$ cat config.mk
export PLATFORM = sky130hd
export DESIGN_NAME = swdt_top
export DESIGN_NICKNAME = d
export VERILOG_FILES = /design/src/common/swdt_pkg.sv /design/src/common/swdt_tick_if.sv /design/src/hw/swdt_tick.sv /design/src/hw/swdt_top.sv
export VERILOG_INCLUDE_DIRS = /design/src /design/src/common
export SDC_FILE = /design/constraint.sdc
export NUM_CORES = 1
export LEC_CHECK = 0
export BUFFER_PORTS_ARGS = -buffer_cell sky130_fd_sc_hd__buf_2
export CAP_MARGIN = 25
export CELL_PAD_IN_SITES_DETAIL_PLACEMENT = 1
export CELL_PAD_IN_SITES_GLOBAL_PLACEMENT = 2
export CORE_MARGIN = 4
export CORE_UTILIZATION = 39
export CTS_CLUSTER_DIAMETER = 100
export CTS_CLUSTER_SIZE = 40
export DETAILED_ROUTE_END_ITERATION = 10
export GPL_TIMING_DRIVEN = 0
export PLACE_DENSITY_LB_ADDON = 0.1
export RECOVER_POWER = 50
export SETUP_SLACK_MARGIN = 0.2
export SYNTH_ARGS = -nofsm -noshare
export SYNTH_HDL_FRONTEND = slang
export SYNTH_SLANG_ARGS = --single-unit
$ cat constraint.sdc
create_clock -name clk_i -period 3.7 [get_ports clk_i]
set_input_delay 0.555 -clock clk_i [delete_from_list [all_inputs] [get_ports clk_i]]
set_output_delay 0.555 -clock clk_i [all_outputs]
set_load 0.005 [all_outputs]
$ cat src/common/swdt_defs.svh
/*
  Constants for the system watchdog: field widths, reset values and tick timing.
  Assumes a 100 MHz system clock.
*/
`ifndef SWDT_DEFS_SVH
`define SWDT_DEFS_SVH

`define SWDT_CLK_PERIOD_NS   40'h000000000A
`define SWDT_UNIT_SEC_NS     40'h003B9ACA00
`define SWDT_UNIT_MIN_NS     40'h0DF8475800
`define SWDT_CYC_SEC         (`SWDT_UNIT_SEC_NS / `SWDT_CLK_PERIOD_NS)
`define SWDT_CYC_MIN         (`SWDT_UNIT_MIN_NS / `SWDT_CLK_PERIOD_NS)
`define SWDT_CNT_W           8
`define SWDT_CNT_RST         8'h00
`define SWDT_RST_PULSE_CYC   16
`define SWDT_PRE_W           40

`endif

$ cat src/common/swdt_pkg.sv
/*
  Types for the system watchdog.
  Assumes the constants header is compiled alongside.
*/
`default_nettype none
package swdt_pkg;
  typedef enum logic [1:0] {
    SWDT_IDLE  = 2'b00,
    SWDT_RUN   = 2'b01,
    SWDT_FIRE  = 2'b10
  } swdt_state_t;

  typedef enum logic {
    SWDT_ACT_RESET = 1'b0,
    SWDT_ACT_NMI   = 1'b1
  } swdt_action_t;
endpackage
`default_nettype wire

$ cat src/common/swdt_tick_if.sv
/*
  Carrier between the watchdog core and its unit-tick generator.
  Assumes a single clock domain.
*/
`timescale 1ns/100ps
`default_nettype none
interface swdt_tick_if;
  logic restart;
  logic tick;
  modport gen  (input restart, output tick);
  modport core (output restart, input tick);
endinterface
`default_nettype wire

$ cat src/hw/swdt_tick.sv
/*
  Unit-tick generator: one pulse per selected time unit, realigned on restart.
  Assumes the unit select is already synchronous to clk_i.
*/
`timescale 1ns/100ps
`default_nettype none
`include "swdt_defs.svh"
module swdt_tick #(
  parameter logic [`SWDT_PRE_W-1:0] SEC_CYC = `SWDT_PRE_W'(`SWDT_CYC_SEC),
  parameter logic [`SWDT_PRE_W-1:0] MIN_CYC = `SWDT_PRE_W'(`SWDT_CYC_MIN)
) (
  // Clock and reset
  input  wire logic   clk_i,
  input  wire logic   rst_n_i,
  // Unit select, 0 seconds, 1 minutes
  input  wire logic   unit_min_i,
  // Core side
  swdt_tick_if.gen    tk
);
  logic [`SWDT_PRE_W-1:0] pre_q;
  logic [`SWDT_PRE_W-1:0] pre_d;
  logic [`SWDT_PRE_W-1:0] last;
  logic                   wrap;

  assign last  = (unit_min_i ? MIN_CYC : SEC_CYC) - `SWDT_PRE_W'(1);
  assign wrap  = (pre_q >= last);
  assign pre_d = (tk.restart || wrap) ? '0 : pre_q + `SWDT_PRE_W'(1);

  always_ff @(posedge clk_i or negedge rst_n_i) begin
    if (!rst_n_i) begin
      pre_q <= '0;
    end else begin
      pre_q <= pre_d;
    end
  end

  assign tk.tick = wrap && !tk.restart;
endmodule
`default_nettype wire

$ cat src/hw/swdt_top.sv
/*
  System watchdog: loads an 8-bit time-out, counts it down once per selected
  unit, and on expiry raises a cold-boot reset pulse or an NMI.
  Assumes loads come from same-clock logic; unit and action selects are
  static configuration pins and are synchronised here.
*/
// Behaviour
// - Loading a nonzero time-out starts the countdown from that value.
// - When the count reaches zero the configured recovery action fires.
// - Every load outside the cold-boot reset pulse restarts the countdown from the newly written value.
// - Loading zero disables the watchdog until a nonzero value is loaded.
// - Expiry raises either a cold-boot reset pulse or an NMI, as selected.
// - One count lasts one unit chosen by a separate unit-select setting.
`timescale 1ns/100ps
`default_nettype none
`include "swdt_defs.svh"
module swdt_top #(
  parameter logic [`SWDT_PRE_W-1:0] SEC_CYC   = `SWDT_PRE_W'(`SWDT_CYC_SEC),
  parameter logic [`SWDT_PRE_W-1:0] MIN_CYC   = `SWDT_PRE_W'(`SWDT_CYC_MIN),
  parameter int unsigned            PULSE_CYC = `SWDT_RST_PULSE_CYC
) (
  // Clock and reset
  input  wire logic                  clk_i,
  input  wire logic                  rst_n_i,
  // Time-out load from firmware service
  input  wire logic                  load_i,
  input  wire logic [`SWDT_CNT_W-1:0] load_val_i,
  // Configuration pins
  input  wire logic                  unit_min_i,
  input  wire logic                  act_nmi_i,
  // Recovery and status
  output logic                       cold_reset_o,
  output logic                       nmi_o,
  output logic                       enabled_o,
  output logic [`SWDT_CNT_W-1:0]     count_o
);
  swdt_tick_if tk ();

  logic [2:0] unit_sync_q;
  logic [2:0] act_sync_q;
  logic       unit_q;
  logic       act_q;

  swdt_pkg::swdt_state_t  state_q;
  swdt_pkg::swdt_state_t  state_d;
  logic [`SWDT_CNT_W-1:0] cnt_q;
  logic [`SWDT_CNT_W-1:0] cnt_d;
  logic [7:0]             pulse_q;
  logic [7:0]             pulse_d;
  logic                   rst_q;
  logic                   nmi_q;
  logic                   en_q;
  logic                   expire;
  logic                   pulse_end;
  logic                   act_is_nmi;

  // Config pins: three flops, take a change once stages two and three agree
  always_ff @(posedge clk_i or negedge rst_n_i) begin
    if (!rst_n_i) begin
      unit_sync_q <= 3'h0;
      act_sync_q  <= 3'h0;
      unit_q      <= 1'b0;
      act_q       <= 1'b0;
    end else begin
      unit_sync_q <= {unit_sync_q[1:0], unit_min_i};
      act_sync_q  <= {act_sync_q[1:0], act_nmi_i};
      if (unit_sync_q[2] == unit_sync_q[1]) begin
        unit_q <= unit_sync_q[2];
      end
      if (act_sync_q[2] == act_sync_q[1]) begin
        act_q <= act_sync_q[2];
      end
    end
  end

  assign act_is_nmi = (swdt_pkg::swdt_action_t'(act_q) == swdt_pkg::SWDT_ACT_NMI);

  swdt_tick #(
    .SEC_CYC (SEC_CYC),
    .MIN_CYC (MIN_CYC)
  ) u_tick (
    .clk_i      (clk_i),
    .rst_n_i    (rst_n_i),
    .unit_min_i (unit_q),
    .tk         (tk.gen)
  );

  assign tk.restart = load_i;
  assign expire     = (state_q == swdt_pkg::SWDT_RUN) && tk.tick &&
                      (cnt_q == `SWDT_CNT_W'(1)) && !load_i;
  assign pulse_end  = (pulse_q == 8'h01);

  always_comb begin
    state_d = state_q;
    cnt_d   = cnt_q;
    pulse_d = pulse_q;
    case (state_q)
      swdt_pkg::SWDT_IDLE: begin
        if (load_i && load_val_i != '0) begin
          state_d = swdt_pkg::SWDT_RUN;
          cnt_d   = load_val_i;
        end
      end
      swdt_pkg::SWDT_RUN: begin
        if (load_i) begin
          cnt_d   = load_val_i;
          if (load_val_i == '0) begin
            state_d = swdt_pkg::SWDT_IDLE;
          end
        end else if (expire) begin
          cnt_d   = '0;
          state_d = swdt_pkg::SWDT_FIRE;
          pulse_d = 8'(PULSE_CYC);
        end else if (tk.tick) begin
          cnt_d = cnt_q - `SWDT_CNT_W'(1);
        end
      end
      swdt_pkg::SWDT_FIRE: begin
        if (act_is_nmi) begin
          // NMI stays raised until software reloads or disables
          if (load_i) begin
            cnt_d   = load_val_i;
            state_d = (load_val_i == '0) ? swdt_pkg::SWDT_IDLE : swdt_pkg::SWDT_RUN;
          end
        end else begin
          pulse_d = pulse_q - 8'h01;
          if (pulse_end) begin
            state_d = swdt_pkg::SWDT_IDLE;
          end
        end
      end
      default: begin
        state_d = swdt_pkg::SWDT_IDLE;
        cnt_d   = '0;
      end
    endcase
  end

  always_ff @(posedge clk_i or negedge rst_n_i) begin
    if (!rst_n_i) begin
      state_q <= swdt_pkg::SWDT_IDLE;
      cnt_q   <= `SWDT_CNT_RST;
      pulse_q <= 8'h00;
      rst_q   <= 1'b0;
      nmi_q   <= 1'b0;
      en_q    <= 1'b0;
    end else begin
      state_q <= state_d;
      cnt_q   <= cnt_d;
      pulse_q <= pulse_d;
      rst_q   <= (state_d == swdt_pkg::SWDT_FIRE) && !act_is_nmi;
      nmi_q   <= (state_d == swdt_pkg::SWDT_FIRE) && act_is_nmi;
      en_q    <= (state_d == swdt_pkg::SWDT_RUN);
    end
  end

  assign cold_reset_o = rst_q;
  assign nmi_o        = nmi_q;
  assign enabled_o    = en_q;
  assign count_o      = cnt_q;

  expiry_fires_a: assert property (@(posedge clk_i) disable iff (!rst_n_i)
    expire |=> (state_q == swdt_pkg::SWDT_FIRE) ##1 (cold_reset_o || nmi_o))
    else $error("expiry did not fire recovery");

  load_nonzero_a: assert property (@(posedge clk_i) disable iff (!rst_n_i)
    (load_i && load_val_i != '0) |=> (enabled_o && count_o == $past(load_val_i)))
    else $error("nonzero load did not start countdown");

  load_zero_a: assert property (@(posedge clk_i) disable iff (!rst_n_i)
    (load_i && load_val_i == '0) |=> (!enabled_o && count_o == '0) ##1 !cold_reset_o)
    else $error("zero load did not disable");

  reload_restart_a: assert property (@(posedge clk_i) disable iff (!rst_n_i)
    (state_q == swdt_pkg::SWDT_RUN && load_i) |=> count_o == $past(load_val_i))
    else $error("reload did not restart count");

  tick_dec_a: assert property (@(posedge clk_i) disable iff (!rst_n_i)
    (enabled_o && tk.tick && !load_i && count_o > 8'h01) |=> count_o == $past(count_o) - 8'h01)
    else $error("count did not decrement on tick");

  hold_notick_a: assert property (@(posedge clk_i) disable iff (!rst_n_i)
    (enabled_o && !tk.tick && !load_i) |=> $stable(count_o))
    else $error("count moved without unit tick");

  action_excl_a: assert property (@(posedge clk_i) disable iff (!rst_n_i)
    !(cold_reset_o && nmi_o))
    else $error("both recovery actions raised");

  idle_quiet_a: assert property (@(posedge clk_i) disable iff (!rst_n_i)
    (state_q == swdt_pkg::SWDT_IDLE) |-> (count_o == '0 && !nmi_o))
    else $error("idle state not clean");
endmodule
`default_nettype wire

# Word-level counts from Yosys, hierarchy flattened
# Index checks and enable logic that the tools add are counted.
[classes]
add_sub_neg = 4
muxes = 22
reduce_logical = 16
n_eq_ne = 15
magnitude_cmp = 1
[op_table]
columns = ["cell", "count"]
rows = [
  ["8-bit 2-to-1 mux", 9],
  ["40-bit by 1-bit adder with 40-bit output (second input constant)", 1],
  ["40-bit greater-or-equal comparator", 1],
  ["40-bit 2-to-1 mux", 1],
  ["40-bit by 1-bit subtractor with 40-bit output (second input constant)", 1],
  ["33-bit 2-to-1 mux", 1],
  ["8-bit case mux with 3 select lines", 1],
  ["8-bit by 1-bit equality test with 1-bit output (second input constant)", 2],
  ["8-bit case mux with 2 select lines", 1],
  ["8-bit by 1-bit subtractor with 8-bit output (second input constant)", 2],
  ["2-bit 2-to-1 mux", 7],
  ["2-bit != test (second input constant)", 6],
  ["8-bit logical NOT", 1],
  ["4-bit AND reduction", 2],
  ["8-bit nonzero test", 1],
  ["1-bit logical AND", 7],
  ["2-bit case mux with 3 select lines", 1],
  ["2-bit by 1-bit equality test with 1-bit output (second input constant)", 2],
  ["2-bit equality test (second input constant)", 2],
  ["4-bit != test (second input constant)", 1],
  ["1-bit equality test", 2],
  ["1-bit logical NOT", 2],
  ["2-bit logical NOT", 1],
  ["2-bit nonzero test", 1],
  ["other kinds (2)", 2],
]
[totals]
elab_cells = 69
input_bits = 13
ff_bits = 69

# Logic depth before layout (Yosys ltp)
# Gate-level depths: netlist of the first run.
[logic_depth]
ltp_word = 12
depth_mapped = 10
mapped_depth_nobuf = 9

# Hierarchy
# A second synthesis of the first run with hierarchy kept.
[unflattened]
hier_cells = 356
hier_area_um2 = 3896.2
[by_module_without_submodules]
columns = ["mod", "instances", "cells_each", "area_per_inst_um2"]
rows = [
  ["swdt_tick", 1, 212, 2386.0],
  ["swdt_top", 1, 144, 1510.2],
]

# Worst setup path before layout of the first run
# Ideal clock, no wire load.
[synth_path]
kind = "reg2reg"
startpoint = "register unit_q"
endpoint = "register cnt_q[3], in the netlist count_o[3]"
t_arrival_ns = 2.522
path_slack_ns = 1.044
path_buffers = 1
synth_period_minus_slack_ns = 2.656
stages_incl_launch_ff = 11
cell_sequence = "dfrtp_1 > inv_1 > ha_1 > a211o_1 > nand2_1 > o2111ai_1 > or3_1 > o21ai_2 > clkbuf_1 > mux2i_1 > o31ai_1"
[synth_via]
elab_chain_cells = 10
elab_cells_between_ends = 12
classes_between = "1 x add/sub; 1 x order compare; 1 x eq/ne; 4 x mux; 5 x reduce/logical"
[synth_rtl]
columns = ["element", "line_no", "source"]
rows = [
  ["start: declaration", "swdt_top.sv:41", "logic unit_q;"],
  ["start signal: assignment", "swdt_top.sv:68", "unit_q <= unit_sync_q[2];"],
  ["33-bit 2-to-1 mux *", "swdt_tick.sv:25", "assign last = (unit_min_i ? MIN_CYC : SEC_CYC) - `SWDT_PRE_W'(1);"],
  ["40-bit by 1-bit subtractor with 40-bit output *", "swdt_tick.sv:25", ""],
  ["40-bit greater-or-equal comparator *", "swdt_tick.sv:26", "assign wrap = (pre_q >= last);"],
  ["1-bit logical AND *", "swdt_tick.sv:37", "assign tk.tick = wrap && !tk.restart;"],
  ["1-bit logical AND (3 in a row)", "swdt_top.sv:89", "assign expire = (state_q == swdt_pkg::SWDT_RUN) && tk.tick &&"],
  ["8-bit 2-to-1 mux", "swdt_top.sv:110", "end else if (expire) begin"],
  ["8-bit 2-to-1 mux", "swdt_top.sv:105", "if (load_i) begin"],
  ["8-bit case mux with 3 select lines", "swdt_top.sv:97", "case (state_q)"],
  ["end signal: assignment", "swdt_top.sv:142", "cnt_q <= `SWDT_CNT_RST;"],
  ["end signal: assignment", "swdt_top.sv:149", "cnt_q <= cnt_d;"],
  ["end: declaration", "swdt_top.sv:46", "logic [`SWDT_CNT_W-1:0] cnt_q;"],
]
# Every way passes the cells marked *; elsewhere a longest branch is shown, timed or not.
# A chain may end at the register's enable or synchronous reset.

# Worst setup path in the final report of the first run
# Same ends and word-level chain as after synthesis.

==> results of run 1 <==
## cells in the mapped netlist (all sizes together) (11+ instances only)
library cell | number | area (um^2)
nand2 | 36 | 135.1
nor2 | 60 | 225.2
nor3 | 11 | 60.06
ha | 17 | 212.7
xnor2 | 27 | 236.5
xor2 | 12 | 105.1
o21ai | 12 | 63.81
dfrtp | 69 | 1727
nand3 | 14 | 82.58
inv | 18 | 67.56
nor4 | 11 | 81.32
## power groups by stage
stage / registers (mW) / logic (mW) / clock network (mW)
2_1_floorplan: 0.873 / 0.140 / 0
3_3_place_gp: 0.883 / 0.209 / 0
3_5_place_dp: 0.887 / 0.218 / 0
4_1_cts: 0.873 / 0.220 / 0.677
5_1_grt: 0.882 / 0.250 / 0.713
6_report: 0.872 / 0.215 / 0.657
## through the flow
stage | setup WS (ns) | hold WS (ns) | power, mW
floorplan | 1.044 | 0.2594 | 1.014
global placement | 0.4856 | 0.3345 | 1.092
detailed placement | 0.4014 | 0.3364 | 1.106
CTS | 0.4130 | 0.2969 | 1.769
global route | 0.3735 | 0.2949 | 1.845
finish | 0.6017 | 0.3155 | 1.743
## metal layers
layer | GRT usage (%) | share of wire, % | vias up
met5 | 0 | 0 | -
met4 | 6.553 | 1.5 | 0
met3 | 2.421 | 1.6 | 10
met2 | 25.49 | 45 | 21
met1 | 23.38 | 52 | 1418
li1 | - | - | 1362
## logic make-up (layout without fill, tap and decap cells)
logic type / count (synthesis) / count (layout) / share of synthesized area [%]
flops: 69 / 69 / 48.07
compound gates: 48 / 48 / 9.335
buf+inv: 25 / 63 / 2.716
simple gates: 168 / 168 / 23.20
xor+xnor: 39 / 39 / 9.509
other cells: 1 / 6 / 0.1044
fa+ha+maj: 19 / 19 / 6.478
mux: 2 / 2 / 0.5921
## final cells by class
cell class	instances	area, um^2
clock inverter	5	58.81
inverter	18	67.56
timing repair buffer	22	110.1
clock buffer	11	151.4
buffer	7	31.28
multi-input combinational	282	1787
tap	108	135.1
sequential	69	1727
fill	1040	4781
## worst register-to-register path, delay by kind of cell (launching register included)
kind	cells	cell delay (ns)
AO/OA/AOI/OAI	5	1.30
adder cells (fa/ha/maj)	1	0.31
buffers and inverters	2	0.59
flip-flops	1	0.47
multiplexers	1	0.23
AND/OR/NAND/NOR	1	0.07
## worst min-delay path by stage
stage | start | end | slack [ns] | depth (start not counted)
5_1_grt | act_nmi_i | act_sync_q[0] | 0.29 | 1
3_5_place_dp | act_sync_q[0] | act_sync_q[1] | 0.34 | 0
3_3_place_gp | unit_sync_q[0] | unit_sync_q[1] | 0.33 | 0
2_1_floorplan | rst_n_i | act_is_nmi | 0.26 | 0
4_1_cts | act_nmi_i | act_sync_q[0] | 0.30 | 1
6_report | act_nmi_i | act_sync_q[0] | 0.32 | 1
## sequential cells by signal, indices dropped and copies added (netlist names)
signal        count
act_is_nmi        1
u_tick.pre_q     40
count_o           8
unit_q            1
pulse_q           8
cold_reset_o      1
nmi_o             1
state_q           2
unit_sync_q       3
enabled_o         1
act_sync_q        3
==> reports/metrics.cfg, run 1 <==
[yosys]
synth_area_per_cell_um2 = 9.682
seq_area_frac_synth_pct = 48.07
syn_inst = 371
ys_types = 53
ys_async_sr_fraction_pct = 100.0
synth-main-ff-cell = dfrtp_1
ys_warn_count = 0
ys_seq_elements = 69
synth_edf_count = 0
syn_area_um2 = 3592

[cts]
ctsResizeCount = 0
cts_tree = done
clk_latency_ns = 0.35
clkTransAtPathRegs_ns = 0.08
cts_buffers = 9
htreeDepth = 3
root_buffer = clkbuf_8
cts_setup_buffers = 0
ctsHoldBuffers = 0
clockBufferDepth = 2
cts.sinks = 69

[worst_setup_path]
cpLargestDelayFamily = compound AO/OA/AOI/OAI gates
reg2reg_depth = 10
cp_slowest_cell = dfrtp_1
slowest_delay_ns = 0.47
endpoint = count_o[3]
crit_fanout = 10
cp-end-kind = flop
path_class = flop to flop
arrival_ns = 3.32
r2r_slack_ns = 0.60
r2r-start = unit_q
cp-startpoint = unit_q
r2r-end = count_o[3]
start_kind = flop
cp.required_ns = 3.92
path_cells = inv_1 > ha_1 > a211oi_1 > nor2b_1 > o311ai_1 > a211oi_2 > o21ai_2 > clkbuf_2 > mux2i_1 > o31ai_1
path_buf_inv = 2
critical_path_depth = 10

[cells_and_area]
stdcell_count = 522
final_cell_mix = dfrtp_1, nor2_1, nand2_1
diodes = 0
utilization_pct = 45.97
syn_to_final_growth_pct = 13.24
layout_commonest_cell = dfrtp_1
nNetsFinal = 439
design_area_um2 = 4068
drive_above_1_share_pct = 12.56

[routing]
routedWlPerCell_um = 16.14
first_iter_violations = 63
dr.pass1.iters = 4
drc = 0
avgViaCountPerCell = 5.385
wl_um = 8427
via_count = 2811
ant_nets = 0

[place]
placed_cell_area_um2 = 3859
place_congestion = 0.7553
post-dp-hpwl_um = 6002
port_buffers = 22
placed_cells = 506

[sta]
slew_headroom_pct = -17.16
worst_pin_slew_ns = 1.757
finalCritPeriodShare_pct = 83.74
skew_ns = 0.01326
finalSetupTns_ns = 0
setup_viol = 0
period_minus_slack_ns = 3.098
grt_setup_unrepaired = no
hold_violations = 0
final_max_slew_viol_count = 70
fmax_ghz = 0.3228

[global_route]
grt_use_total_pct = 16.53
grt_overflow = 0
grt_pass1_vias = 2962
antenna_found_initial = 0
grt_pass1_wl_um = 14660
grt_start_max_net_pins = 70

[die]
fp-row-count = 34
die_w_um = 104.0
die_h_um = 104.0
initial_core_util_pct = 40.60
io_pins = 24
core_um2 = 8848
die_area_um2 = 10810

[status]
status = complete, but fails checks
violations = max-capacitance violations, max-slew violations

[flow_run]
drv_cap = 1

[pwr]
p_leak_nw = 1.658
internal-power_mw = 1.256
comb_power_share_pct = 12.3
vdd_drop_max_mv = 0.2482
clkPwrFrac_pct = 37.7
switching_share_pct = 27.96
p_sw_uw = 487.4
cellPowerDensity_nw_per_um2 = 428.6
seqPwrFrac_pct = 50.0

[min_path]
hold_class = primary input to flop

Note: power is estimated with default switching activity, not from simulation.
==> run 2: changes to the inputs <==
--- a/config.mk
+++ b/config.mk
@@ -6,12 +6,13 @@
 export SDC_FILE = /design/constraint.sdc
 export NUM_CORES = 1
 export LEC_CHECK = 0
+export ABC_AREA = 1
 export BUFFER_PORTS_ARGS = -buffer_cell sky130_fd_sc_hd__buf_2
 export CAP_MARGIN = 25
 export CELL_PAD_IN_SITES_DETAIL_PLACEMENT = 1
 export CELL_PAD_IN_SITES_GLOBAL_PLACEMENT = 2
 export CORE_MARGIN = 4
-export CORE_UTILIZATION = 39
+export CORE_UTILIZATION = 37
 export CTS_CLUSTER_DIAMETER = 100
 export CTS_CLUSTER_SIZE = 40
 export DETAILED_ROUTE_END_ITERATION = 10
==> constraint.sdc (replaced) <==
create_clock -name clk_i -period 2.9 [get_ports clk_i]
set_input_delay 0.435 -clock clk_i [delete_from_list [all_inputs] [get_ports clk_i]]
set_output_delay 0.435 -clock clk_i [all_outputs]
set_load 0.005 [all_outputs]
==> run 2 against run 1 <==
Sequential share of layout area shrank 4.0 points. The run still ends with max-capacitance violations, max-slew violations left. Critical path type unchanged. Register-to-register slack lost 0.19 ns. First-iteration DRC count grew 52%. Worst setup slack lost 0.19 ns. Largest power group unchanged. Clock skew is essentially flat. Count of clock-buffer cells in the layout is the same.
==> reports/metrics.cfg, run 2 <==
[status]
status = complete, but fails checks  ; unchanged
violations = max-capacitance violations, max-slew violations  ; unchanged

[global_route]
grt_overflow = 0  ; unchanged
grt_pass1_vias = 3518  ; was 2962
grt_use_total_pct = 16.87  ; was 16.53%
antenna_found_initial = 0  ; unchanged
grt_start_max_net_pins = 40  ; was 70
grt_pass1_wl_um = 17020  ; was 14660 um

[sta]
setup_viol = 0  ; unchanged
period_minus_slack_ns = 2.485  ; was 3.098 ns
postLayoutSetupSlackWorst_ns = 0.4151  ; was 0.6017 ns
hold_violations = 0  ; unchanged
fmax_ghz = 0.4024  ; was 0.3228 GHz
finalCritPeriodShare_pct = 85.68  ; was 83.74%
final_max_slew_viol_count = 31  ; was 70
grt_setup_unrepaired = no  ; unchanged
finalSetupTns_ns = 0  ; unchanged
skew_ns = 0.01300  ; was 0.01326 ns
slew_headroom_pct = -19.07  ; was -17.16%
whs_ns = 0.1966  ; was 0.3155 ns
worst_pin_slew_ns = 1.786  ; was 1.757 ns

[pwr]
switching_share_pct = 32.29  ; was 27.96%
p_leak_nw = 2.028  ; was 1.658 nW
seqPwrFrac_pct = 44.0  ; was 50.0%
vdd_drop_max_mv = 0.2833  ; was 0.2482 mV
internal-power_mw = 1.826  ; was 1.256 mW
p_sw_uw = 870.9  ; was 487.4 uW
cellPowerDensity_nw_per_um2 = 599.4  ; was 428.6 nW/um^2
clkPwrFrac_pct = 33.5  ; was 37.7%
comb_power_share_pct = 22.5  ; was 12.3%

[yosys]
synthTopCellsByCount = nand2_1, dfrtp_1, nor2_1  ; was dfrtp_1, nor2_1, nand2_1
ys_async_sr_fraction_pct = 100.0  ; unchanged
yosysMostFrequentCell = nand2_1  ; was dfrtp_1
syn_area_um2 = 3905  ; was 3592 um^2
syn_inst = 469  ; was 371
synth_area_per_cell_um2 = 8.326  ; was 9.682 um^2
synth_top_area_cell = dfrtp_1  ; unchanged
synthTopCellsByArea = dfrtp_1, nand2_1, ha_1  ; was dfrtp_1, xnor2_1, nor2_1
synth_edf_count = 0  ; unchanged
ys_warn_count = 0  ; unchanged
synth-main-ff-cell = dfrtp_1  ; unchanged
yosysTopAreaCellShare_pct = 44.22  ; was 48.07%
ys_types = 42  ; was 53
seq_area_frac_synth_pct = 44.22  ; was 48.07%
ys_seq_elements = 69  ; unchanged

[routing]
drc = 0  ; unchanged
dr.pass1.iters = 4  ; unchanged
ant_nets = 0  ; unchanged
first_iter_violations = 96  ; was 63
via_count = 3250  ; was 2811
avgViaCountPerCell = 4.969  ; was 5.385
routedWlPerCell_um = 14.89  ; was 16.14 um
wl_um = 9741  ; was 8427 um

[cells_and_area]
final_cell_mix = nand2_1, dfrtp_1, nor2_1  ; was dfrtp_1, nor2_1, nand2_1
drive_above_1_share_pct = 16.41  ; was 12.56%
diodes = 0  ; unchanged
utilization_pct = 43.58  ; was 45.97%
largest_reg_flops = 40  ; unchanged
nNetsFinal = 543  ; was 439
syn_to_final_growth_pct = 15.22  ; was 13.24%
top_register = u_tick.pre_q  ; unchanged
layout_commonest_cell = nand2_1  ; was dfrtp_1

[die]
io_pins = 24  ; unchanged
die_h_um = 110.7  ; was 104.0 um
die_w_um = 110.7  ; was 104.0 um
fp-row-count = 37  ; was 34
core_um2 = 10320  ; was 8848 um^2
die_area_um2 = 12260  ; was 10810 um^2
initial_core_util_pct = 37.83  ; was 40.60%

[cts]
cts_tree = done  ; unchanged
clockBufferDepth = 2  ; unchanged
cts_buffers = 9  ; unchanged
htreeDepth = 3  ; unchanged
clkTransAtPathRegs_ns = 0.08  ; about the same
cts.sinks = 69  ; unchanged
clk_latency_ns = 0.35  ; about the same
root_buffer = clkbuf_8  ; unchanged

[place]
place_congestion = 0.7511  ; was 0.7553
post-dp-hpwl_um = 7317  ; was 6002 um
place_ws_ns = 0.3055  ; was 0.4014 ns
port_buffers = 22  ; unchanged

[worst_setup_path]
start_kind = flop  ; unchanged
cp.required_ns = 3.13  ; was 3.92 ns
path_class = flop to flop  ; unchanged
arrival_ns = 2.72  ; was 3.32 ns
crit_fanout = 9  ; was 10
cp-end-kind = flop  ; unchanged

[min_path]
hold_class = primary input to flop  ; unchanged

[flow_run]
drv_cap = 1  ; unchanged

## run 2: stage by stage
| step | power [mW] | std cells | area (um^2) |
|---|---|---|---|
| 2_1_floorplan | 1.577 | 474 | 3924 |
| 3_3_place_gp | 1.791 | 632 | 4204 |
| 3_5_place_dp | 1.807 | 633 | 4227 |
| 4_1_cts | 2.729 | 649 | 4451 |
| 5_1_grt | 2.898 | 654 | 4499 |
| 6_report | 2.697 | 654 | 4499 |
## run 2: power by group through the flow
stage | combinational [mW] | clock (mW) | sequential, mW
after floorplan | 0.391 | 0 | 1.19
after global placement | 0.586 | 0 | 1.21
after detailed placement | 0.600 | 0 | 1.21
after CTS | 0.603 | 0.937 | 1.19
after global routing | 0.708 | 0.981 | 1.21
final | 0.606 | 0.903 | 1.19
## run 2: worst paths after layout
| path | startpoint | to | slack [ns] | cells after the start |
|---|---|---|---|---|
| max | unit_q | u_tick.pre_q[33] | 0.42 | 14 |
| min | unit_min_i | unit_sync_q[0] | 0.20 | 1 |
| max reg2reg | unit_q | u_tick.pre_q[33] | 0.42 | 14 |
| min reg2reg | act_sync_q[0] | act_sync_q[1] | 0.36 | 0 |
| max in group asynchronous | rst_n_i | u_tick.pre_q[8] | 1.31 | 1 |
| min in group asynchronous | rst_n_i | u_tick.pre_q[19] | 0.55 | 1 |
## run 2: cells by family after synthesis
| group | after synthesis | synth area share (%) |
|---|---|---|
| AO/OA/AOI/OAI | 51 | 7.466 |
| XOR/XNOR | 20 | 4.486 |
| adder cells (fa/ha/maj) | 19 | 5.960 |
| buffers and inverters | 60 | 5.960 |
| flip-flops | 69 | 44.22 |
| other | 1 | 0.09603 |
| AND/OR/NAND/NOR | 249 | 31.82 |
## run 2: worst max-delay path, cell delays in order, from the launching register on
cell and delay [ns]:
dfrtp_2 0.41, clkinvlp_4 0.18, buf_4 0.17, ha_1 0.26, nand2_1 0.04, nor2_1 0.14, inv_1 0.05, nor2_1 0.08
nand3_1 0.07, nand3_1 0.10, nand2_1 0.10, nand3_2 0.23, clkinvlp_4 0.27, buf_4 0.19, o21a_1 0.09
## run 2: layout make-up
class | count | area, um^2
Multi-Input combinational cell | 345 | 1971
Fill cell | 1268 | 5824
Tap cell | 136 | 170.2
Clock inverter | 5 | 82.58
Buffer | 6 | 30.03
Timing Repair Buffer | 28 | 166.4
Sequential cell | 69 | 1728
Inverter | 54 | 210.2
Clock buffer | 11 | 141.4
## run 2: layer usage
layer / share of wire, % / vias up / global-route usage (%) / wire length [um]
met5: 0 / - / 0 / 0
met4: 1.0 / 0 / 4.680 / 102
met3: 2.2 / 8 / 3.057 / 214
met2: 46 / 34 / 27.47 / 4528
met1: 50 / 1580 / 23.11 / 4896
li1: - / 1628 / - / -
## run 2: timing repair
item | in CTS | in global routing
endpoints found under the hold margin | 0 | 0
gates resized for setup | 0 | 4
buffers inserted | 0 | 5
hold buffers | 0 | 0
endpoints found under the setup margin | 0 | 34
==> run 3: changes to the inputs <==
--- a/config.mk
+++ b/config.mk
@@ -17,7 +17,7 @@
 export CTS_CLUSTER_SIZE = 40
 export DETAILED_ROUTE_END_ITERATION = 10
 export GPL_TIMING_DRIVEN = 0
-export PLACE_DENSITY_LB_ADDON = 0.1
+export PLACE_DENSITY_LB_ADDON = 0.2
 export RECOVER_POWER = 50
 export SETUP_SLACK_MARGIN = 0.2
 export SYNTH_ARGS = -nofsm -noshare
==> run 3 against run 2 <==
The run now ends clean. Flip-flop and latch count did not move. Worst setup slack barely moved. Sequential power barely moved. First-iteration DRC count fell by 4.2%. Clock power fell by 7.2%. Cell area fell by 0.47%. Critical path type unchanged. Largest cell class unchanged. Largest power group unchanged.
==> reports/metrics.cfg, run 3 (synthesis gave the netlist of run 2 again) <==
[cts]
clkTransAtPathRegs_ns = 0.09  ; was 0.08 ns
cts_buffers = 9  ; unchanged
htreeDepth = 3  ; unchanged
cts.sinks = 69  ; unchanged
clockBufferDepth = 2  ; unchanged
cts_tree = done  ; unchanged
root_buffer = clkbuf_8  ; unchanged
clk_latency_ns = 0.36  ; was 0.35 ns

[die]
core_um2 = 10320  ; unchanged
die_area_um2 = 12260  ; unchanged
io_pins = 24  ; unchanged
die_h_um = 110.7  ; unchanged
fp-row-count = 37  ; unchanged
initial_core_util_pct = 37.83  ; unchanged
die_w_um = 110.7  ; unchanged

[cells_and_area]
layout_commonest_cell = nand2_1  ; unchanged
diodes = 0  ; unchanged
nNetsFinal = 543  ; unchanged
n_fill_cell = 1267  ; was 1268
final_cell_mix = nand2_1, dfrtp_1, nor2_1  ; unchanged
drive_above_1_share_pct = 16.22  ; was 16.41%
syn_to_final_growth_pct = 14.67  ; was 15.22%
largest_reg_flops = 40  ; unchanged
utilization_pct = 43.38  ; was 43.58%
multi_input_area_um2 = 1964  ; was 1971 um^2
top_register = u_tick.pre_q  ; unchanged
register_area_um2 = 1728  ; unchanged

[worst_setup_path]
cp-startpoint = unit_q  ; unchanged
cp.required_ns = 3.20  ; was 3.13 ns
reg2reg_depth = 15  ; was 14
path_class = flop to flop  ; unchanged
cp-end-kind = flop  ; unchanged
r2r-start = unit_q  ; unchanged
r2r_slack_ns = 0.42  ; about the same
crit_fanout = 10  ; was 9
endpoint = count_o[3]  ; was u_tick.pre_q[33]
arrival_ns = 2.78  ; was 2.72 ns
r2r-end = count_o[3]  ; was u_tick.pre_q[33]
start_kind = flop  ; unchanged

[sta]
final_max_slew_viol_count = 0  ; was 31
hold_violations = 0  ; unchanged
slew_headroom_pct = 14.81  ; was -19.07%
whs_ns = 0.1772  ; was 0.1966 ns
period_minus_slack_ns = 2.485  ; about the same
worst_pin_slew_ns = 1.278  ; was 1.786 ns
postLayoutSetupSlackWorst_ns = 0.4150  ; was 0.4151 ns
skew_ns = 0.01076  ; was 0.01300 ns
setup_viol = 0  ; unchanged
finalSetupTns_ns = 0  ; unchanged
grt_setup_unrepaired = yes  ; was no
fmax_ghz = 0.4024  ; about the same
finalCritPeriodShare_pct = 85.69  ; was 85.68%

[global_route]
grt_pass1_vias = 3413  ; was 3518
antenna_found_initial = 0  ; unchanged
grt_overflow = 0  ; unchanged
grt_use_total_pct = 16.94  ; was 16.87%
grt_pass1_wl_um = 16970  ; was 17020 um
grt_start_max_net_pins = 48  ; was 40

[place]
place_ws_ns = 0.1700  ; was 0.3055 ns
post-dp-hpwl_um = 7103  ; was 7317 um
port_buffers = 22  ; unchanged
place_congestion = 0.7762  ; was 0.7511

[status]
status = finished clean  ; was complete, but fails checks

[routing]
dr.pass1.iters = 4  ; unchanged
avgViaCountPerCell = 4.986  ; was 4.969
wl_um = 9656  ; was 9741 um
ant_nets = 0  ; unchanged
routedWlPerCell_um = 14.76  ; was 14.89 um
first_iter_violations = 92  ; was 96
via_count = 3261  ; was 3250
drc = 0  ; unchanged

[flow_run]
drv_cap = 0  ; was 1

[pwr]
p_total_mw = 2.630  ; was 2.697 mW
cellPowerDensity_nw_per_um2 = 587.3  ; was 599.4 nW/um^2
p_leak_nw = 2.008  ; was 2.028 nW
vdd_drop_max_mv = 0.3343  ; was 0.2833 mV

[min_path]
hold_class = primary input to flop  ; unchanged
min_from = unit_min_i  ; unchanged

[run 3: layout make-up]
| type | count | share of cell area, % |
|---|---|---|
| Multi-Input combinational cell | 345 | 43.87 |
| Sequential cell | 69 | 38.59 |
| Inverter | 54 | 4.694 |
| Tap cell | 136 | 3.800 |
| Timing Repair Buffer | 28 | 3.772 |
| Clock buffer | 9 | 2.766 |
| Clock inverter | 7 | 1.844 |
| Buffer | 6 | 0.6706 |
[run 3: worst max-delay path, cell delays in order, from the launching register on]
cell and delay [ns]:
dfrtp_2 0.42, clkinvlp_4 0.20, ha_1 0.33, or2_2 0.28, nand3_1 0.08, nand2_1 0.05, nand2_1 0.05, nand3_1 0.06
nand2_1 0.13, nand2_1 0.10, nand2_2 0.15, buf_4 0.21, nand3_1 0.08, o21ai_1 0.13, nand2_1 0.08, nand2_1 0.06
[run 3: repair_timing]
action,CTS,global route
endpoints found under the setup margin,3,41
resized for setup,1,2
hold endpoints to repair,22,0
hold buffers,1,0
buffers inserted,2,2
[run 3: worst min-delay path by stage]
stage                           endpoint  slack, ns  depth (start not counted)
final                     unit_sync_q[0]       0.18                          1
after global routing      unit_sync_q[0]       0.16                          1
after CTS                 unit_sync_q[0]       0.16                          1
after detailed placement  unit_sync_q[1]       0.34                          0
after global placement    unit_sync_q[1]       0.33                          0
after floorplan               act_is_nmi       0.14                          0
[run 3: routing by layer]
layer / vias to the layer above / global-route usage (%) / share of wire, %
met5: - / 0 / 0
met4: 0 / 4.926 / 0.94
met3: 8 / 3.221 / 2.8
met2: 30 / 26.98 / 46
met1: 1599 / 23.54 / 50
li1: 1624 / - / -
[run 3: metrics by stage]
stage / instance area (um^2) / std cells
2_1_floorplan: 3924 / 474
3_3_place_gp: 4204 / 632
3_5_place_dp: 4234 / 633
4_1_cts: 4482 / 652
5_1_grt: 4478 / 654
6_report: 4478 / 654
[run 3: report_power, final]
part / internal, mW / switching [mW]
registers: 1.07 / 0.118
clock network: 0.410 / 0.428
logic: 0.240 / 0.363
total: 1.72 / 0.908
